--- config.mk ---
export PLATFORM = sky130hd
export DESIGN_NAME = cdrtoc_core
export DESIGN_NICKNAME = d
export VERILOG_FILES = /design/src/inc/cdrtoc_pkg.sv /design/src/core/cdrtoc_core.sv
export SDC_FILE = /design/constraint.sdc
export NUM_CORES = 1
export LEC_CHECK = 0
export ABC_AREA = 1
export BUFFER_PORTS_ARGS = -buffer_cell sky130_fd_sc_hd__clkbuf_2
export CAP_MARGIN = 30
export CORE_MARGIN = 1
export CORE_UTILIZATION = 50
export CTS_BUF_LIST = sky130_fd_sc_hd__clkbuf_4
export DETAILED_ROUTE_END_ITERATION = 12
export PLACE_DENSITY_LB_ADDON = 0.15
export SLEW_MARGIN = 5
export SYNTH_ARGS = -nofsm -noshare
export SYNTH_HDL_FRONTEND = slang
export SYNTH_SLANG_ARGS = --single-unit
--- constraint.sdc ---
create_clock -name clk_sys -period 4.54 [get_ports clk_sys]
set_input_delay 1.362 -clock clk_sys [delete_from_list [all_inputs] [get_ports clk_sys]]
set_output_delay 1.362 -clock clk_sys [all_outputs]
set_load 0.02 [all_outputs]
--- src/inc/cdrtoc_pkg.sv ---
/*
  Package of the clock recovery test and output control register bank:
  register offsets, field positions, reset values and mode codes.
  Assumes 8-bit registers written over the device's serial management port.
*/
`default_nettype none
package cdrtoc_pkg;
  // ****************************************
  // Register offsets
  // ****************************************
  localparam logic [7:0] OFS_RECOVERY_OUTPUT_CONTROL = 8'h1a;
  localparam logic [7:0] OFS_OUTPUT_MODE_CONTROL     = 8'h1b;
  localparam logic [7:0] OFS_RATE_HOLDOVER_SELECT    = 8'h1c;
  localparam logic [7:0] OFS_ERROR_MEASURE_CONTROL   = 8'h1e;

  // ****************************************
  // Reset values
  // ****************************************
  localparam logic [7:0] RST_RECOVERY_OUTPUT_CONTROL = 8'h00;
  localparam logic [7:0] RST_OUTPUT_MODE_CONTROL     = 8'h00;
  localparam logic [7:0] RST_RATE_HOLDOVER_SELECT    = 8'h00;
  localparam logic [7:0] RST_ERROR_MEASURE_CONTROL   = 8'h00;

  // ****************************************
  // Field positions
  // ****************************************
  // recovery_output_control
  localparam int POS_CDR_BYPASS    = 7;
  localparam int POS_DATA_BUF_OFF  = 6;
  localparam int POS_CLOCK_BUF_OFF = 5;
  localparam int POS_PAT_INITIATE  = 3;
  localparam int POS_PAT_MODE      = 0;
  // output_mode_control
  localparam int POS_MON_ENABLE    = 5;
  localparam int POS_MON_STANDBY   = 4;
  localparam int POS_OUT_MODE      = 0;
  // rate_holdover_mode_select
  localparam int POS_LIMITED_RATE  = 3;
  localparam int POS_HOLDOVER      = 1;
  // error_measure_control
  localparam int POS_MEAS_LENGTH   = 5;
  localparam int POS_MEAS_START    = 3;
  localparam int POS_BYTE_SELECT   = 0;

  // ****************************************
  // Codes
  // ****************************************
  localparam logic [2:0] OUT_NORMAL   = 3'h0;
  localparam logic [2:0] OUT_ODC      = 3'h1;
  localparam logic [2:0] OUT_DDR      = 3'h2;
  localparam logic [2:0] OUT_ODC_DDR  = 3'h3;
  localparam logic [2:0] OUT_PATTERN  = 3'h5;
  localparam logic [2:0] PAT_OFF      = 3'h0;
  localparam logic [2:0] PAT_GENERATE = 3'h1;
  localparam logic [2:0] PAT_CHECK    = 3'h4;
  localparam logic [2:0] BYTE_LAST    = 3'h4;
  localparam logic [5:0] LEN_BASE_LOG2 = 6'h12;
  localparam logic [5:0] LEN_STEP_LOG2 = 6'h03;
endpackage
`default_nettype wire

--- src/core/cdrtoc_core.sv ---
/*
  Write-side control register bank of a clock and data recovery receiver:
  output buffer gating, output format, holdover, limited rate, error
  measurement start, length and result byte select, pattern generator mode.
  Assumes the serial management port delivers one-cycle write strobes with
  address and data on clk_sys, and the error count is on clk_sys too.
*/
`timescale 1ns/1ps
`default_nettype none
module cdrtoc_core (
  // Clock and reset
  input  wire  logic        clk_sys,
  input  wire  logic        resetn,
  // Register write port
  input  wire  logic        reg_wr_stb,
  input  wire  logic [7:0]  reg_addr,
  input  wire  logic [7:0]  reg_wr_data,
  // Error measurement result
  input  wire  logic [39:0] error_count,
  // Output buffers and datapath
  output logic              data_buf_en,
  output logic              clock_buf_en,
  output logic              cdr_bypass,
  output logic              odc_select,
  output logic              ddr_mode,
  output logic              pattern_path_en,
  // Error rate monitor
  output logic              error_mon_en,
  output logic              error_mon_standby,
  output logic              measure_start,
  output logic [5:0]        measure_len_log2,
  output logic [7:0]        error_byte,
  // Recovery loop modes
  output logic              holdover_en,
  output logic              limited_rate_en,
  // Pattern generator and checker
  output logic              pattern_gen_en,
  output logic              pattern_check_en,
  output logic              pattern_start
);

  // ****************************************
  // State
  // ****************************************
  typedef struct packed {
    logic [7:0] rec_ctl;
    logic [7:0] mode_ctl;
    logic [7:0] sel_ctl;
    logic [7:0] meas_ctl;
    logic       meas_start;
    logic       pat_start;
    logic [7:0] err_byte;
  } cdrtoc_state_t;

  cdrtoc_state_t state_r;
  cdrtoc_state_t state_nxt;

  // Byte of the 40-bit count; codes past the last byte read zero
  function automatic logic [7:0] cdrtoc_pick_byte(input logic [39:0] cnt,
                                                  input logic [2:0]  sel);
    logic [7:0] b;
    b = 8'h00;
    case (sel)
      3'h0:    b = cnt[7:0];
      3'h1:    b = cnt[15:8];
      3'h2:    b = cnt[23:16];
      3'h3:    b = cnt[31:24];
      3'h4:    b = cnt[39:32];
      default: b = 8'h00;
    endcase
    return b;
  endfunction

  // Length exponent of a code, base 18 stepping by 3
  function automatic logic [5:0] cdrtoc_len_log2(input logic [2:0] code);
    logic [5:0] p;
    // Largest code gives 18 + 21 = 39, so six bits never overflow
    p = 6'(6'(code) * cdrtoc_pkg::LEN_STEP_LOG2);
    return 6'(cdrtoc_pkg::LEN_BASE_LOG2 + p);
  endfunction

  logic wr_rec;
  logic wr_mode;
  logic wr_sel;
  logic wr_meas;

  // ****************************************
  // Next state
  // ****************************************
  always_comb begin
    wr_rec  = reg_wr_stb && (reg_addr == cdrtoc_pkg::OFS_RECOVERY_OUTPUT_CONTROL);
    wr_mode = reg_wr_stb && (reg_addr == cdrtoc_pkg::OFS_OUTPUT_MODE_CONTROL);
    wr_sel  = reg_wr_stb && (reg_addr == cdrtoc_pkg::OFS_RATE_HOLDOVER_SELECT);
    wr_meas = reg_wr_stb && (reg_addr == cdrtoc_pkg::OFS_ERROR_MEASURE_CONTROL);
    state_nxt = state_r;
    state_nxt.meas_start = 1'b0;
    state_nxt.pat_start  = 1'b0;
    if (wr_rec) begin
      state_nxt.rec_ctl = reg_wr_data;
      // Falling edge of the initiate bit launches generation
      state_nxt.pat_start = state_r.rec_ctl[cdrtoc_pkg::POS_PAT_INITIATE]
                            && !reg_wr_data[cdrtoc_pkg::POS_PAT_INITIATE];
    end
    if (wr_mode) begin
      state_nxt.mode_ctl = reg_wr_data;
    end
    if (wr_sel) begin
      state_nxt.sel_ctl = reg_wr_data;
    end
    if (wr_meas) begin
      state_nxt.meas_ctl = reg_wr_data;
      // A lone write of 0 does not start; the 1 must come first
      state_nxt.meas_start = state_r.meas_ctl[cdrtoc_pkg::POS_MEAS_START]
                             && !reg_wr_data[cdrtoc_pkg::POS_MEAS_START];
    end
    // Result byte is sampled every cycle so it tracks the count
    state_nxt.err_byte = cdrtoc_pick_byte(error_count,
                           state_r.meas_ctl[cdrtoc_pkg::POS_BYTE_SELECT +: 3]);
  end

  always_ff @(posedge clk_sys) begin
    if (!resetn) begin
      state_r.rec_ctl    <= cdrtoc_pkg::RST_RECOVERY_OUTPUT_CONTROL;
      state_r.mode_ctl   <= cdrtoc_pkg::RST_OUTPUT_MODE_CONTROL;
      state_r.sel_ctl    <= cdrtoc_pkg::RST_RATE_HOLDOVER_SELECT;
      state_r.meas_ctl   <= cdrtoc_pkg::RST_ERROR_MEASURE_CONTROL;
      state_r.meas_start <= 1'b0;
      state_r.pat_start  <= 1'b0;
      state_r.err_byte   <= 8'h00;
    end else begin
      state_r <= state_nxt;
    end
  end

  // ****************************************
  // Outputs
  // ****************************************
  logic [2:0] out_mode;
  logic [2:0] pat_mode;

  always_comb begin
    out_mode = state_r.mode_ctl[cdrtoc_pkg::POS_OUT_MODE +: 3];
    pat_mode = state_r.rec_ctl[cdrtoc_pkg::POS_PAT_MODE +: 3];
    odc_select      = 1'b0;
    ddr_mode        = 1'b0;
    pattern_path_en = 1'b0;
    // Reserved codes fall back to normal output rather than a guess
    case (out_mode)
      cdrtoc_pkg::OUT_NORMAL: begin
        odc_select = 1'b0;
      end
      cdrtoc_pkg::OUT_ODC: begin
        odc_select = 1'b1;
      end
      cdrtoc_pkg::OUT_DDR: begin
        ddr_mode = 1'b1;
      end
      cdrtoc_pkg::OUT_ODC_DDR: begin
        odc_select = 1'b1;
        ddr_mode   = 1'b1;
      end
      cdrtoc_pkg::OUT_PATTERN: begin
        pattern_path_en = 1'b1;
      end
      default: begin
        odc_select = 1'b0;
      end
    endcase
    pattern_gen_en   = (pat_mode == cdrtoc_pkg::PAT_GENERATE);
    pattern_check_en = (pat_mode == cdrtoc_pkg::PAT_CHECK);
  end

  assign data_buf_en       = !state_r.rec_ctl[cdrtoc_pkg::POS_DATA_BUF_OFF];
  assign clock_buf_en      = !state_r.rec_ctl[cdrtoc_pkg::POS_CLOCK_BUF_OFF];
  assign cdr_bypass        = state_r.rec_ctl[cdrtoc_pkg::POS_CDR_BYPASS];
  assign error_mon_en      = state_r.mode_ctl[cdrtoc_pkg::POS_MON_ENABLE];
  assign error_mon_standby = state_r.mode_ctl[cdrtoc_pkg::POS_MON_STANDBY];
  assign holdover_en       = state_r.sel_ctl[cdrtoc_pkg::POS_HOLDOVER];
  assign limited_rate_en   = state_r.sel_ctl[cdrtoc_pkg::POS_LIMITED_RATE];
  assign measure_start     = state_r.meas_start;
  assign pattern_start     = state_r.pat_start;
  assign error_byte        = state_r.err_byte;
  assign measure_len_log2  = cdrtoc_len_log2(
                               state_r.meas_ctl[cdrtoc_pkg::POS_MEAS_LENGTH +: 3]);
endmodule // cdrtoc_core
`default_nettype wire

# ---- Word-level counts from Yosys, hierarchy flattened
# Index checks and enable logic that the tools add are counted.
# Widths: inputs -> output; s select.
dict set report totals {
  reg_bits 36
  latch_bits 0
  ram_bits 0
  romBits 0
  elab_cells 41
  memories 0
}
dict set report classes {
  n_addsub 1
  n_mul 1
  div 0
  magnitude_cmp 0
  eq_ne 14
  shifts 0
  mux 4
  bitwise 0
  reduce_logical 14
}
# cell n
set ops {}
lappend ops {{$pmux 8 s5} 1}
lappend ops {{$eq 8x5->1 const B} 4}
lappend ops {{$eq 3x2->1 const B} 4}
lappend ops {{$eq 3x1->1 const B} 3}
lappend ops {{$eq 3x3->1 const B} 3}
lappend ops {{$add 5x5->6 const A} 1}
lappend ops {{$logic_and 1x1->1} 6}
lappend ops {{$mul 3x2->5 const B} 1}
lappend ops {{$reduce_and 2->1} 2}
lappend ops {{$reduce_or 2->1} 2}
lappend ops {{$logic_not 1->1} 3}
lappend ops {{$logic_not 3->1} 1}
lappend ops {{$mux 1} 3}

# ---- Longest topological paths before layout
dict set report logic_depth {
  ltp_word 3
  ltp_mapped 7
  ltp_nobuf 7
}

# ---- Least setup slack after synthesis
# No wires, ideal clock.
dict set report synth_timing {
  path_type {reg-to-output}
  startpoint {register state_r[16] (netlist name)}
  endpoint {output port measure_len_log2[5]}
  arrival_ns 1.545
  required_time_ns 3.178
  setup_slack_ns 1.633
  stages_incl_launch_ff 8
  n_path_buf 0
  cell_sequence {dfxtp_1 inv_1 ha_1 inv_1 ha_1 ha_1 nor2_1 inv_1}
}
dict set report synth_between {
  elab_chain_cells 2
}
# item line
set synth_rtl {}
lappend synth_rtl {{from (decl)} cdrtoc_core.sv:55} ;# cdrtoc_state_t state_r;
lappend synth_rtl {{from (signal assigned)} cdrtoc_core.sv:131} ;# state_r <= state_nxt;
lappend synth_rtl {{$mul 3x2->5} cdrtoc_core.sv:78} ;# p = 6'(6'(code) * cdrtoc_pkg::LEN_STEP_LOG2);
lappend synth_rtl {{$add 5x5->6} cdrtoc_core.sv:79} ;# return 6'(cdrtoc_pkg::LEN_BASE_LOG2 + p);
lappend synth_rtl {{to (decl)} cdrtoc_core.sv:31} ;# output logic [5:0] measure_len_log2,
# No other way between the ends.

# ---- Worst setup path in the final report
# Same ends and word-level chain as after synthesis.

==> flow_summary_export.csv <==
group,metric,value,unit
clocking,cts_tree,"done",
power,p_leak,1.317,nW
clocking,clk_latency,330,ps
logic_synthesis,yosys.area_share.simple,0.4488,
logic_synthesis,synth_top_area_cell,"dfxtp_1",
critical_path,rr_worst_depth,5,
timing,fmax,0.3255,GHz
timing,timing.slew.headroom,0.4933,
critical_path,r2r_start,"state_r[11]",
floorplan,fp.coreArea,3716,sq um
clocking,cts_resized,0,
flow_run,max_cap_violations,0,
critical_path,crit_start,"state_r[16]",
timing,period_minus_slack,3073,ps
finish,multiInputGateArea,939.7,sq um
finish,layout.nets,435,
timing,hold_violations,0,
logic_synthesis,synth-compound-area-share,0,
route,routedWlPerCell,10.47,um
clocking,cts_num_sinks,31,
timing,worst_pin_slew,759.1,ps
placement,dp_hpwl,3320,um
global_route,grt_pass1_wl,7176,um
logic_synthesis,avgSynthCellArea,6.493,sq um
floorplan,rows,22,
critical_path,critPathArrivalTime,1710,ps
global_route,track_usage,0.2194,
clocking,clockBufferDepth,2,
floorplan,die_h,64.52,um
status,status,"completed",
critical_path,cp-start-kind,"flop",
clocking,cts_buffers,5,
finish,drive_gt1_frac,0.2876,
critical_path,path_class,"reg2out",
logic_synthesis,synth.area.mux_share,0,
logic_synthesis,syn_area,1954,sq um
clocking,cts_root_buf,"clkbuf_4",
logic_synthesis,synth_xor_area_frac,0,
placement,io_buffers,86,
logic_synthesis,synth-seq-cells,31,
critical_path,cpPeakStageDelay,340,ps
logic_synthesis,yosysSeqAreaShare,0.3175,
route,drtPass1Iterations,4,
critical_path,crit_slowest_cell,"dfxtp_1",
route,via_per_inst,4.848,
logic_synthesis,ys_warn_count,0,
floorplan,io_pins,87,
finish,area_growth_syn_to_layout,20.68,%
worst_hold_path,min_path_cells,2,
route,ant_nets,0,
critical_path,crit_fanout,3,
timing,fin_skew,13.13,ps
floorplan,start_util,0.5259,
timing,fin_crit_sh,0.6768,
global_route,grt_overflow,0,
logic_synthesis,synth_nets,365,
power,power_density,235.4,nW/um^2
timing,rsz0062_at_grt,"false",
placement,finalWeightedCongestion,0.7965,
critical_path,cp_cell_sequence,"inv_1 -> ha_1 -> inv_1 -> ha_1 -> ha_1 -> nor2_1 -> inv_1 -> clkbuf_2",
critical_path,required,3180,ps
logic_synthesis,synth_fa_ha_area_frac,0.03201,
finish,register_area,620.6,sq um
route,drtIter0Drc,204,
clocking,htree_levels,2,
power,vdd_drop_max,0.0002000,V
logic_synthesis,yosys.cell_count.top_type,"nand2_1",
logic_synthesis,yosys-top-cells-area,"dfxtp_1 32%, nand4_1 13%, nand2_1 12%",
timing,setup_viol,0,
logic_synthesis,synth_top_area_frac,0.3175,
floorplan,die_area,4163,sq um
worst_hold_path,hold_start,"state_r[13]",
critical_path,crit_path_end_kind,"output pin",
timing,finalMaxSlewViolations,0,
logic_synthesis,synth_cells,301,
clocking,path_clk_slew,90,ps
clocking,postCtsSetupRepairBufs,0,
logic_synthesis,yosys-top-cells-count,"61 x nand2_1, 55 x inv_1, 40 x nand4_1, 40 x nor2_1, 31 x dfxtp_1",
finish,n_antenna_cell,0,
clocking,hold_buffers,0,
route,dr_total_vias,2036,
route,drc,0,
logic_synthesis,synth_flop_cell,"dfxtp_1",
global_route,antenna_found_initial,0,
logic_synthesis,async_flop_share,0,
global_route,first_global_vias,1694,
finish,final.fill_count,371,
floorplan,die_w,64.52,um
power,finalPower,0.5552,mW
global_route,grt_max_degree,29,
route,wl,4397,um
timing,fin_setup_tns,0,ps
finish,post-route-util,0.6347,
worst_hold_path,hold_path_class,"reg2reg",
logic_synthesis,synth_cell_types,20,
logic_synthesis,synth_top_family_by_area,"simple AND/OR/NAND/NOR gates",
logic_synthesis,synth_edf_count,0,
==> registers in the layout, indices dropped and copies added (netlist names) <==
register / flops
state_r: 10
pattern_start: 1
pat_mode: 3
error_mon_standby: 1
error_byte: 8
holdover_en: 1
limited_rate_en: 1
measure_start: 1
error_mon_en: 1
cdr_bypass: 1
out_mode: 3
==> power by group <==
group	switching, mW	internal (mW)	leakage (nW)
clock network	0.0948	0.113	0.0426
logic	0.0393	0.0301	1.02
registers	0.00164	0.276	0.252
total	0.136	0.419	1.32
==> critical path, delay by kind of cell, from the launching register on <==
kind                     cells  cell delay, ps
adder cells (fa/ha/maj)      3             620
flip-flops                   1             340
buffers and inverters        4             310
AND/OR/NAND/NOR              1             120
==> stage by stage <==
stage	cells	instance area [sq um]	hold slack, ps	setup slack (ps)
after detailed placement	412	2282	441.7	1805
after floorplan	301	1954	423.4	1633
after CTS	420	2359	458.9	1445
after global placement	412	2282	437.9	1841
after global routing	420	2359	474.1	1325
final	420	2359	453.0	1467
==> cells in the final DEF, fill, tap and decap left out <==
cell | synthesis | routed
nor2_4 | 3 | 3
nand3_1 | 27 | 27
inv_4 | 1 | 1
inv_1 | 55 | 55
nor3_4 | 1 | 1
ha_1 | 5 | 5
clkbuf_2 | 0 | 86
clkinv_1 | 1 | 2
bufinv_16 | 0 | 1
nor2_2 | 2 | 2
nand2_1 | 61 | 61
nor3_2 | 1 | 1
clkbuf_4 | 0 | 5
nor2_1 | 40 | 40
clkinv_2 | 0 | 1
inv_2 | 4 | 4
nand4_1 | 40 | 40
dfxtp_1 | 31 | 31
nand3_2 | 2 | 2
nor3_1 | 4 | 4
==> metal layers <==
| metal | GRT usage | wire, um |
|---|---|---|
| met1 | 0.2955 | 2023 |
| met2 | 0.3382 | 1976 |
| met3 | 0.04930 | 335 |
| met4 | 0.08611 | 62 |
| met5 | 0 | 0 |
==> cell type report <==
cell class	instances	share of cell area
clock buffer	5	0.01592
clock inverter	3	0.01645
inverter	61	0.09814
multi-input combinational	186	0.3984
sequential	31	0.2631
tap	48	0.02546
timing repair buffer	86	0.1825
==> cell families (layout without fill, tap and decap cells) <==
| group | Yosys count | after routing |
|---|---|---|
| buffers and inverters | 84 | 155 |
| adders and majority gates | 5 | 5 |
| DFF | 31 | 31 |
| and+or+nand+nor | 181 | 181 |
==> path summary, 6_finish.rpt <==
check	to	slack [ps]
hold / removal	measure_start	450
setup reg to reg	error_byte[1]	3030
setup / recovery	measure_len_log2[5]	1470
hold reg to reg	measure_start	450
Note: power is estimated with default switching activity, not from simulation.
